`config.mk`:
```
export PLATFORM = sky130hd
export DESIGN_NAME = lcts_sense_ctrl
export DESIGN_NICKNAME = d
export VERILOG_FILES = /design/src/lcts_pkg.sv /design/src/lcts_chan_track.sv /design/src/lcts_sense_ctrl.sv
export SDC_FILE = /design/constraint.sdc
export NUM_CORES = 1
export LEC_CHECK = 0
export ABC_AREA = 1
export CAP_MARGIN = 20
export CELL_PAD_IN_SITES_DETAIL_PLACEMENT = 2
export CELL_PAD_IN_SITES_GLOBAL_PLACEMENT = 2
export CORE_ASPECT_RATIO = 0.5
export CORE_MARGIN = 2
export CORE_UTILIZATION = 36
export CTS_CLUSTER_SIZE = 12
export DETAILED_ROUTE_END_ITERATION = 7
export DONT_BUFFER_PORTS = 1
export HOLD_SLACK_MARGIN = 0.03
export PLACE_DENSITY = 0.89
export SLEW_MARGIN = 10
export SYNTH_ARGS = -nofsm -noshare
export SYNTH_HDL_FRONTEND = slang
export SYNTH_SLANG_ARGS = --single-unit
```
`constraint.sdc`:
```
create_clock -name clk_i -period 2.45 [get_ports clk_i]
set_input_delay 0.49 -clock clk_i [delete_from_list [all_inputs] [get_ports clk_i]]
set_output_delay 0.49 -clock clk_i [all_outputs]
set_load 0.05 [all_outputs]
```
`src/lcts_pkg.sv`:
```
package lcts_pkg;
    localparam int CLK_HZ = 50_000_000;
    localparam int SETTLE_NS = 10_000;
    localparam int SETTLE_CYCLES = (SETTLE_NS * (CLK_HZ / 1_000_000) + 999) / 1000;

    localparam logic [7:0] GENERAL_CONFIG_OFF = 8'h00;
    localparam logic [7:0] OVERCURRENT_CONFIG_OFF = 8'h04;
    localparam logic [7:0] RETRY_CONFIG_OFF = 8'h08;
    localparam logic [7:0] FAULT_REPORT_OFF = 8'h0c;
    localparam logic [7:0] STATUS_REPORT_OFF = 8'h10;

    localparam int SEL_LO_POS = 0;
    localparam int SEL_HI_POS = 1;
    localparam int HOLD_MODE_POS = 2;
    localparam int RATIO_POS = 0;
    localparam int OFFSET_POL_POS = 8;
    localparam int PREWARN_POS = 8;
    localparam int STATE_POS = 0;

    localparam logic [2:0] GENERAL_CONFIG_RST = 3'h0;
    localparam logic [1:0] RATIO_RST = 2'h0;
    localparam logic [1:0] OFFSET_POL_RST = 2'h0;

    typedef enum logic [1:0] {
        SRC_NONE,
        SRC_CH0,
        SRC_CH1,
        SRC_TEMP
    } lcts_src_type;
endpackage

```
`src/lcts_chan_track.sv`:
```
`timescale 1ns/1ps
module lcts_chan_track #(
    parameter int SETTLE = 500
) (
    input wire logic clk_i,
    input wire logic rst_n_i,
    input wire logic on_i,
    input wire logic dis_i,
    output logic valid_o,
    output logic off_edge_o
);
    logic [$clog2(SETTLE+1)-1:0] cnt_q;
    logic on_q;

    always_ff @(posedge clk_i) begin
        if (!rst_n_i) begin
            cnt_q <= '0;
        end else if (!on_i || dis_i) begin
            cnt_q <= '0;
        end else if (cnt_q != SETTLE[$clog2(SETTLE+1)-1:0]) begin
            cnt_q <= cnt_q + 1'b1;
        end
    end

    always_ff @(posedge clk_i) begin
        if (!rst_n_i) begin
            on_q <= 1'b0;
        end else begin
            on_q <= on_i;
        end
    end

    assign valid_o = on_i && !dis_i && (cnt_q == SETTLE[$clog2(SETTLE+1)-1:0]);
    // Switch-off instant counts only if a settled reading existed
    assign off_edge_o = on_q && !on_i && (cnt_q == SETTLE[$clog2(SETTLE+1)-1:0]);
endmodule // lcts_chan_track

```
`src/lcts_sense_ctrl.sv`:
```
`timescale 1ns/1ps
module lcts_sense_ctrl (
    input wire logic clk_i,
    input wire logic rst_n_i,
    input wire logic psel,
    input wire logic penable,
    input wire logic pwrite,
    input wire logic [7:0] paddr,
    input wire logic [31:0] pwdata,
    output logic [31:0] prdata,
    output logic pready,
    output logic pslverr,
    input wire logic [1:0] chan_on_i,
    input wire logic [1:0] oc_window_i,
    input wire logic normal_mode_i,
    input wire logic [1:0] above_lowest_oc_i,
    input wire logic [1:0] out_above_half_i,
    input wire logic temp_hot_i,
    output lcts_pkg::lcts_src_type sense_source_o,
    output logic sense_enable_o,
    output logic sense_hold_o,
    output logic sense_discharge_o,
    output logic sense_offset_pos_o,
    output logic [1:0] sense_ratio_low_o,
    output logic [1:0] oc_threshold_low_o,
    output logic sense_valid_n_o,
    output logic temp_prewarning_flag_o
);
    import lcts_pkg::*;

    logic [2:0] general_config_q;
    logic [1:0] ratio_q;
    logic [1:0] offset_pol_q;
    logic temp_prewarning_flag_q;
    logic [31:0] prdata_q;
    logic [4:0] sync1_q, sync2_q;
    logic [1:0] over_oc_s, out_state_s;
    logic temp_hot_s;
    logic [1:0] valid_w, off_edge_w;
    logic [1:0] sel_prev_q;
    logic hold_q, hold_pol_q, sense_en_q, discharge_q, sync_n_q;
    lcts_src_type src_q;
    logic hold_d, pol_d, en_d, dis_d, sync_d;
    lcts_src_type src_d;
    logic [1:0] sel;
    logic th_mode, cur_sel, ch, sel_changed, ch_dis, wr_en, rd_acc, fault_rd;

    // Pins from the analog side cross through two flops
    always_ff @(posedge clk_i) begin
        if (!rst_n_i) begin
            sync1_q <= 5'h00;
            sync2_q <= 5'h00;
        end else begin
            sync1_q <= {temp_hot_i, out_above_half_i, above_lowest_oc_i};
            sync2_q <= sync1_q;
        end
    end
    assign over_oc_s = sync2_q[1:0];
    assign out_state_s = sync2_q[3:2];
    assign temp_hot_s = sync2_q[4];

    // APB: one access cycle, no wait states
    assign pready = penable;
    assign wr_en = psel && penable && pwrite;
    assign rd_acc = psel && penable && !pwrite;
    assign fault_rd = rd_acc && (paddr == FAULT_REPORT_OFF);
    assign pslverr = psel && penable && !(paddr == GENERAL_CONFIG_OFF || paddr == OVERCURRENT_CONFIG_OFF
        || paddr == RETRY_CONFIG_OFF || paddr == FAULT_REPORT_OFF || paddr == STATUS_REPORT_OFF);
    assign prdata = prdata_q;

    always_ff @(posedge clk_i) begin
        if (!rst_n_i) begin
            general_config_q <= GENERAL_CONFIG_RST;
            ratio_q <= RATIO_RST;
            offset_pol_q <= OFFSET_POL_RST;
        end else if (wr_en) begin
            case (paddr)
                GENERAL_CONFIG_OFF: general_config_q <= pwdata[2:0];
                OVERCURRENT_CONFIG_OFF: ratio_q <= pwdata[RATIO_POS +: 2];
                RETRY_CONFIG_OFF: offset_pol_q <= pwdata[OFFSET_POL_POS +: 2];
                default: ;
            endcase
        end
    end

    // Read data is captured in the setup cycle so it stands registered
    always_ff @(posedge clk_i) begin
        if (!rst_n_i) begin
            prdata_q <= 32'h0;
        end else if (psel && !penable) begin
            prdata_q <= 32'h0;
            case (paddr)
                GENERAL_CONFIG_OFF: prdata_q[2:0] <= general_config_q;
                OVERCURRENT_CONFIG_OFF: prdata_q[RATIO_POS +: 2] <= ratio_q;
                RETRY_CONFIG_OFF: prdata_q[OFFSET_POL_POS +: 2] <= offset_pol_q;
                FAULT_REPORT_OFF: prdata_q[PREWARN_POS] <= temp_prewarning_flag_q;
                STATUS_REPORT_OFF: prdata_q[STATE_POS +: 2] <= out_state_s;
                default: ;
            endcase
        end
    end

    // Set wins: a hot die during the read keeps the flag
    always_ff @(posedge clk_i) begin
        if (!rst_n_i) begin
            temp_prewarning_flag_q <= 1'b0;
        end else if (normal_mode_i && temp_hot_s) begin
            temp_prewarning_flag_q <= 1'b1;
        end else if (fault_rd && !temp_hot_s) begin
            temp_prewarning_flag_q <= 1'b0;
        end
    end
    assign temp_prewarning_flag_o = temp_prewarning_flag_q;

    // Low ratio also drops the overcurrent profile
    assign sense_ratio_low_o = ratio_q;
    assign oc_threshold_low_o = ratio_q;

    genvar gi;
    generate
        for (gi = 0; gi < 2; gi++) begin : g_track
            lcts_chan_track #(
                .SETTLE(SETTLE_CYCLES)
            ) u_track (
                .clk_i(clk_i),
                .rst_n_i(rst_n_i),
                .on_i(chan_on_i[gi]),
                .dis_i(oc_window_i[gi] || over_oc_s[gi]),
                .valid_o(valid_w[gi]),
                .off_edge_o(off_edge_w[gi])
            );
        end
    endgenerate

    assign sel = {general_config_q[SEL_HI_POS], general_config_q[SEL_LO_POS]};
    assign th_mode = general_config_q[HOLD_MODE_POS];
    assign cur_sel = sel[0] ^ sel[1];
    assign ch = sel[1];
    assign sel_changed = sel != sel_prev_q;
    assign ch_dis = oc_window_i[ch] || over_oc_s[ch];

    always_comb begin
        src_d = SRC_NONE;
        en_d = 1'b0;
        hold_d = 1'b0;
        pol_d = hold_pol_q;
        dis_d = 1'b0;
        sync_d = 1'b1;
        case (sel)
            2'b01: src_d = SRC_CH0;
            2'b10: src_d = SRC_CH1;
            2'b11: src_d = SRC_TEMP;
            default: src_d = SRC_NONE;
        endcase
        if (sel == 2'b11) begin
            en_d = 1'b1;
        end else if (cur_sel) begin
            if (sel_changed) begin
                dis_d = th_mode;
            end else if (ch_dis) begin
                sync_d = 1'b1;
            end else if (chan_on_i[ch]) begin
                pol_d = offset_pol_q[ch];
                en_d = valid_w[ch];
                sync_d = !valid_w[ch];
            end else if (th_mode && (off_edge_w[ch] || hold_q)) begin
                // Polarity stays as tracked while on
                hold_d = 1'b1;
                en_d = 1'b1;
                sync_d = 1'b1;
            end
        end
    end

    always_ff @(posedge clk_i) begin
        if (!rst_n_i) begin
            src_q <= SRC_NONE;
            sense_en_q <= 1'b0;
            hold_q <= 1'b0;
            hold_pol_q <= 1'b0;
            discharge_q <= 1'b0;
            sync_n_q <= 1'b1;
            sel_prev_q <= 2'h0;
        end else begin
            src_q <= src_d;
            sense_en_q <= en_d;
            hold_q <= hold_d;
            hold_pol_q <= pol_d;
            discharge_q <= dis_d;
            sync_n_q <= sync_d;
            sel_prev_q <= sel;
        end
    end

    assign sense_source_o = src_q;
    assign sense_enable_o = sense_en_q;
    assign sense_hold_o = hold_q;
    assign sense_discharge_o = discharge_q;
    assign sense_offset_pos_o = hold_pol_q;
    assign sense_valid_n_o = sync_n_q;
endmodule // lcts_sense_ctrl

```
Word-level counts from Yosys, hierarchy flattened

Cells that the tools add are included.

Input bits: 55
Logic and storage cells: 112
Output and inout port bits: 46
Register bits after elaboration: 52

Bitwise gates (word level): 7
Add/subtract/negate cells: 2
Mux-type cells: 25
Order comparisons: 1
Eq/ne operators: 12
Reduce and logical (&&, ||, !) cells: 47

Operators with widths:

| kind                                                       | number |
|---|---|
| 2-to-1 mux 1 bit                                           | 22 |
| adder 9 x 1 -> 9 bit, second input constant                | 2 |
| == test 9 bit, second input constant                       | 2 |
| inequality test 9 bit, second input constant               | 2 |
| logical AND 1 bit                                          | 17 |
| == test 8 x 4 -> 1 bit, second input constant              | 2 |
| one-hot mux 2 bit (3 select lines)                         | 2 |
| OR reduction 6 bit                                         | 2 |
| logical OR 1 bit                                           | 10 |
| zero test 1 bit                                            | 9 |
| == test 8 x 3 -> 1 bit, second input constant              | 1 |
| == test 8 x 5 -> 1 bit, second input constant              | 1 |
| zero test 8 bit                                            | 1 |
| NOT 1 bit                                                  | 6 |
| AND reduction 2 bit                                        | 3 |
| AND reduction 5 bit                                        | 1 |
| == test 2 bit, second input constant                       | 2 |
| OR reduction 2 bit                                         | 2 |
| OR reduction 4 bit                                         | 1 |
| == test 2 x 1 -> 1 bit, second input constant              | 1 |
| less-than comparator 1 x 2 -> 1 bit, second input constant | 1 |
| inequality test 2 bit                                      | 1 |
| one-hot mux 1 bit (2 select lines)                         | 1 |
| nonzero test 2 bit                                         | 1 |
| XOR 1 bit                                                  | 1 |

Longest topological paths before layout

Depth in word-level cells: 13
Mapped depth: 12
Depth with buffers taken out: 12

Hierarchy

Synthesis repeated with hierarchy kept, for this count alone.

Cells, all modules: 393
Area total of the unflattened synthesis: 2,728.9 µm²

Modules (own cells, without submodules):

| module          | cells each | area each (µm²) | sequential area each (µm²) | times used |
|---|---|---|---|---|
| lcts_sense_ctrl | 237        | 1,680.4         | 640.6                      | 1 |
| lcts_chan_track | 78         | 524.3           | 200.2                      | 2 |

Worst setup path before layout

OpenSTA, ideal clock, no wires.

Path kind: input-to-output
Start point: in paddr[4]
End point: out pslverr
Arrival: 1.964 ns
Stages: 6
Path buffers: 0
Data required time: 1.960 ns
Setup slack: -0.004 ns
Cell sequence: inv_1 > nand3_2 > clkinv_4 > nand3_1 > nand3_1 > nor3_1

Cells in the longest elaborated chain, start to end: 7
Elaborated cells between the ends (all ways): 11
Those cells by class: eq/ne: 4; reduce/logical: 7

Ends and longest elaborated chain:

| item                                                             | RTL line              | source |
|---|---|---|
| start, declared                                                  | lcts_sense_ctrl.sv:8  | `input wire logic [7:0] paddr,` |
| == test 8 x 3 -> 1 bit / zero test 8 bit (equally long branches) | lcts_sense_ctrl.sv:67 | `assign pslverr = psel && penable && !(paddr == GENERAL_CONFIG_OFF \|\| paddr == OVERCURRENT_CONFIG_OFF` |
| logical OR 1 bit                                                 | lcts_sense_ctrl.sv:67 |  |
| logical OR 1 bit (2 in series)                                   | lcts_sense_ctrl.sv:68 | `\|\| paddr == RETRY_CONFIG_OFF \|\| paddr == FAULT_REPORT_OFF \|\| paddr == STATUS_REPORT_OFF);` |
| logical OR 1 bit (*)                                             | lcts_sense_ctrl.sv:68 |  |
| zero test 1 bit (*)                                              | lcts_sense_ctrl.sv:67 |  |
| logical AND 1 bit (*)                                            | lcts_sense_ctrl.sv:67 |  |
| end, declared                                                    | lcts_sense_ctrl.sv:12 | `output logic pslverr,` |

Mark *: on every way between the ends. The rest lies on a longest branch, timed or not.

Worst setup path after layout

Start point: reg general_config_q[1]
End point: reg hold_pol_q (netlist: sense_offset_pos_o)

Cells in the longest elaborated chain, start to end: 5
Elaborated cells between the ends (all ways): 16
Those cells by class: eq/ne: 2; mux: 8; bitwise: 4; reduce/logical: 2

Ends and longest elaborated chain:

| item                                                 | RTL line               | source |
|---|---|---|
| start, declared                                      | lcts_sense_ctrl.sv:31  | `logic [2:0] general_config_q;` |
| start signal, assigned                               | lcts_sense_ctrl.sv:78  | `GENERAL_CONFIG_OFF: general_config_q <= pwdata[2:0];` |
| 2-to-1 mux 1 bit (not written as such) (2 in series) | lcts_sense_ctrl.sv:140 | `assign ch_dis = oc_window_i[ch] \|\| over_oc_s[ch];` |
| logical OR 1 bit                                     | lcts_sense_ctrl.sv:140 |  |
| NOT 1 bit (no line)                                  | --                     |  |
| AND reduction 5 bit (no line)                        | --                     |  |
| end signal, assigned                                 | lcts_sense_ctrl.sv:188 | `hold_pol_q <= pol_d;` |
| end, declared                                        | lcts_sense_ctrl.sv:41  | `logic hold_q, hold_pol_q, sense_en_q, discharge_q, sync_n_q;` |

Several ways; a longest one is shown, not always the timed one. The select of a mux whose other input is x is not followed.
A chain may end at the register's enable or synchronous reset.

==> impl_summary.md <==
Clock network
Counting the buffers created by CTS gives 5. The CTS clock-pin slew for the worst setup and hold paths is ~70 ps. The maximum clock path buffer count is 2. The number of H-tree levels is 2. Post-CTS repair changed the size of 0 cells.

The root buffer cell chosen for the clock tree is sky130_fd_sc_hd__clkbuf_16. For the worst-skew pair, the clock arrives at the later sink with an insertion delay of about 300 ps. The TritonCTS clock tree is built.

CTS saw 52 sinks. The number of hold buffers added after cts is 0. Once the clock tree was built, the setup fixing pass inserted 0 buffers.

Setup path
The data arrival at the endpoint of the critical path is 2170 ps. The reg-to-reg endpoint is sense_offset_pos_o$_SDFFE_PN0P_. The startpoint identified for the worst register-to-register timing path is general_config_q[1]$_SDFFE_PN0P_. Across all register-to-register paths, the minimum setup slack is about 470 ps. The largest driver fanout on the critical path is 12.

The required time of the worst setup path is roughly 2600 ps. The category of the worst setup path capture point is a flip-flop. For the worst flop-to-flop path, the logic depth is 7. The critical path start-end classification is reg -> reg. The worst setup path is launched from a flip-flop.

Final layout
Leaving out fill and tap cells, the most frequent cell in the layout is sky130_fd_sc_hd__nand2_1. The net count of the finished layout is around 420. The number of diodes added for antenna fixing is 0. Counting the fill cells in the layout gives about 850. Relative to the synthesized area, the layout overhead comes to 6.51%. Of the cells placed in the final design, the portion with a size suffix greater than 1 is 0.124. Leaving out fill and tap cells, the most frequent cells in the layout are 63 x sky130_fd_sc_hd__nand2_1, 52 x sky130_fd_sc_hd__inv_1, 52 x sky130_fd_sc_hd__dfxtp_1, 29 x sky130_fd_sc_hd__nor2_1, 28 x sky130_fd_sc_hd__a21oi_1.

Synthesis
In this run, synthesis inferred 0 flip-flops with an integrated enable. The most used flip-flop cell after synthesis is sky130_fd_sc_hd__dfxtp_1. The mean instance size in the synthesized netlist is 7.49 µm². Summing every instance area after synthesis gives 0.00269 mm². The total of warnings raised by yosys is 0. The fraction of registers with async set or reset after synthesis is 0.

The count of mapped cells out of synthesis is roughly 360. The number of distinct library cell variants in the gate-level netlist after synthesis is 36. The portion of the post-synthesis area used by sequential elements is 0.387. The total of flip-flops plus latches after synthesis is 52.

Placed design
The detailed-placement wirelength estimate is roughly 5500 µm. The setup slack at placement is between 500 and 600 ps. Routability-driven placement finished with a final weighted congestion of just under 0.8. The count of input and output buffers is 0.

Min path
The hold path depth is 2. The tightest min-delay check is of the in -> reg type. The hold path startpoint is out_above_half_i[1]. The path with the worst hold slack has its endpoint at sync1_q[3]$_SDFF_PN0_.

STA
Headroom to the max-slew limit came out at 0.573. The post-layout minimum cycle time is approximately 2000 ps. The final hold violation count is 0. The maximum clock skew at final layout is between 7 and 8 ps. The post-route worst hold slack is ~290 ps. Setup violations remaining at the end of the flow were counted as 0. The post-route clock period utilization is 0.806. Summed over all failing endpoints, the final setup total negative slack is 0 ps. Setup repair after global routing left no endpoint under its margin.

Setup slack on the critical path of the routed design comes to about 470 ps. The actual slew at the worst max-slew pin is ~640 ps. The timing-limited maximum frequency is 506 MHz. The final max-slew violation count is 0.

Drt
For this block, the initial DRC count from the detailed router was 87. The first-pass iteration count of the detailed router is 4. The final wirelength is ~8000 µm. The number of vias after detailed routing is 2255. The via density per instance is around 4.9. After detailed routing, the number of remaining DRC violations is 0. The mean routed wirelength per cell is about 18 µm. The detail route stage leaves a number of antenna-violating nets equal to 0.

GRT
The wire length of the first global-routing pass is between 10000 and 15000 µm. The number of global-route vias before repair is approximately 2600. The number of antenna violations at the first check in global routing is 0.

The total overflow left after global routing is 0. Entering global routing, the biggest net connects 24 pins. The overall track demand over capacity in global routing is 0.210.

Power and ir drop
The worst voltage drop across the vdd grid is roughly 0.25 mV. The overall power consumption is between 1.5 and 2 mW. The analysis attributes to cell leakage a power of approximately 1.2 nW. The ratio of total power to cell area is approximately 660 mW/mm².

Die
The floorplan has 22 rows. The total area inside the core boundary comes to approximately 0.0073 mm². The floorplan step set the die height to roughly 65 µm. The I/O pin count is just over 100.

The die covers 0.00822 mm². The initial utilization of the core area, before any placement, comes to 0.369. The horizontal die dimension is 126 µm.

Run status
The run finished with clean final reports.

Flow run
The max-capacitance violation count is 0.
==> layout make-up <==
| class | instances | area [µm²] | share of cell area |
|---|---|---|---|
| clock buffers | 6 | 139 | 0.0485 |
| clock inverters | 2 | 38.8 | 0.0135 |
| inverters | 61 | 235 | 0.0821 |
| multi-input cells | 238 | 1270 | 0.443 |
| flip-flops and latches | 52 | 1040 | 0.363 |
| well taps | 96 | 120 | 0.0419 |
| repair buffers | 3 | 22.5 | 0.00786 |
==> worst max-delay path, stage by stage (launching register included) <==
cell,delay (ps)
sky130_fd_sc_hd__dfxtp_1,730
sky130_fd_sc_hd__inv_2,170
sky130_fd_sc_hd__ha_1,410
sky130_fd_sc_hd__nand3_2,150
sky130_fd_sc_hd__nor2_2,150
sky130_fd_sc_hd__nand3_1,120
sky130_fd_sc_hd__nand2_1,90
sky130_fd_sc_hd__nor2_1,40
==> cell usage after synthesis (4+ instances only) <==
library cell | count | area [µm²]
sky130_fd_sc_hd__nor3_1 | 4 | 20.0
sky130_fd_sc_hd__dfxtp_1 | 52 | 1040
sky130_fd_sc_hd__o21ai_0 | 21 | 105
sky130_fd_sc_hd__nor2_4 | 4 | 45.0
sky130_fd_sc_hd__nand3_1 | 15 | 75.1
sky130_fd_sc_hd__nor2_2 | 5 | 31.3
sky130_fd_sc_hd__nor2_1 | 29 | 109
sky130_fd_sc_hd__a21oi_1 | 28 | 140
sky130_fd_sc_hd__ha_1 | 8 | 100
sky130_fd_sc_hd__nand3_2 | 5 | 50.1
sky130_fd_sc_hd__buf_4 | 30 | 225
sky130_fd_sc_hd__nand2_1 | 63 | 236
sky130_fd_sc_hd__inv_1 | 52 | 195
sky130_fd_sc_hd__nand4_1 | 5 | 31.3
sky130_fd_sc_hd__inv_2 | 5 | 18.8
sky130_fd_sc_hd__nand2_2 | 5 | 31.3
==> worst max path at each step <==
stage	from	end	slack, ps	cells after the start
3_3_place_gp	paddr[1]	pslverr	640	7
5_1_grt	general_config_q[1]$_SDFFE_PN0P_	sense_offset_pos_o$_SDFFE_PN0P_	370	7
4_1_cts	general_config_q[1]$_SDFFE_PN0P_	sense_offset_pos_o$_SDFFE_PN0P_	480	7
2_1_floorplan	paddr[4]	pslverr	420	6
6_report	general_config_q[1]$_SDFFE_PN0P_	sense_offset_pos_o$_SDFFE_PN0P_	470	7
3_5_place_dp	paddr[1]	pslverr	600	7
==> report_power, final <==
group	leakage, nW	internal, mW	switching [mW]
sequential	0.422	0.858	0.0163
clock	0.0871	0.513	0.334
combinational	0.729	0.0201	0.144
total	1.24	1.39	0.494
==> flip-flops by register name (all words and copies together), names as in the netlist <==
register and flops:
sense_valid_n_o 1, prdata 5, sense_discharge_o 1, sense_hold_o 1
sense_offset_pos_o 1, oc_threshold_low_o 2, temp_prewarning_flag_o 1, g_track.u_track.cnt_q 18
sel_prev_q 2, sync2_q 5, sense_source_o 2, sync1_q 5
general_config_q 3, g_track.u_track.on_q 2, sense_enable_o 1, offset_pol_q 2
==> stage by stage <==
step                       util  area, µm²  instances
after floorplan               -       2790        385
after global placement    0.368       2690        450
after detailed placement  0.368       2690        450
after CTS                 0.393       2860        458
after global routing      0.393       2860        458
final                     0.393       2860        458
==> cell families after synthesis <==
logic type	share of synthesized area
simple gates	0.268
buf+inv	0.180
compound gates	0.107
flops	0.387
fa+ha+maj	0.0372
xor+xnor	0.0158
other cells	0.00139
mux	0.00372
==> layer usage <==
layer	track usage	wire [µm]	up-vias
li1	-	-	1075
met3	0.0472	384	18
met1	0.224	3340	1086
met2	0.417	4310	76
met4	0.0673	180	0
met5	0	0	-
Note: power is estimated with default switching activity, not from simulation.
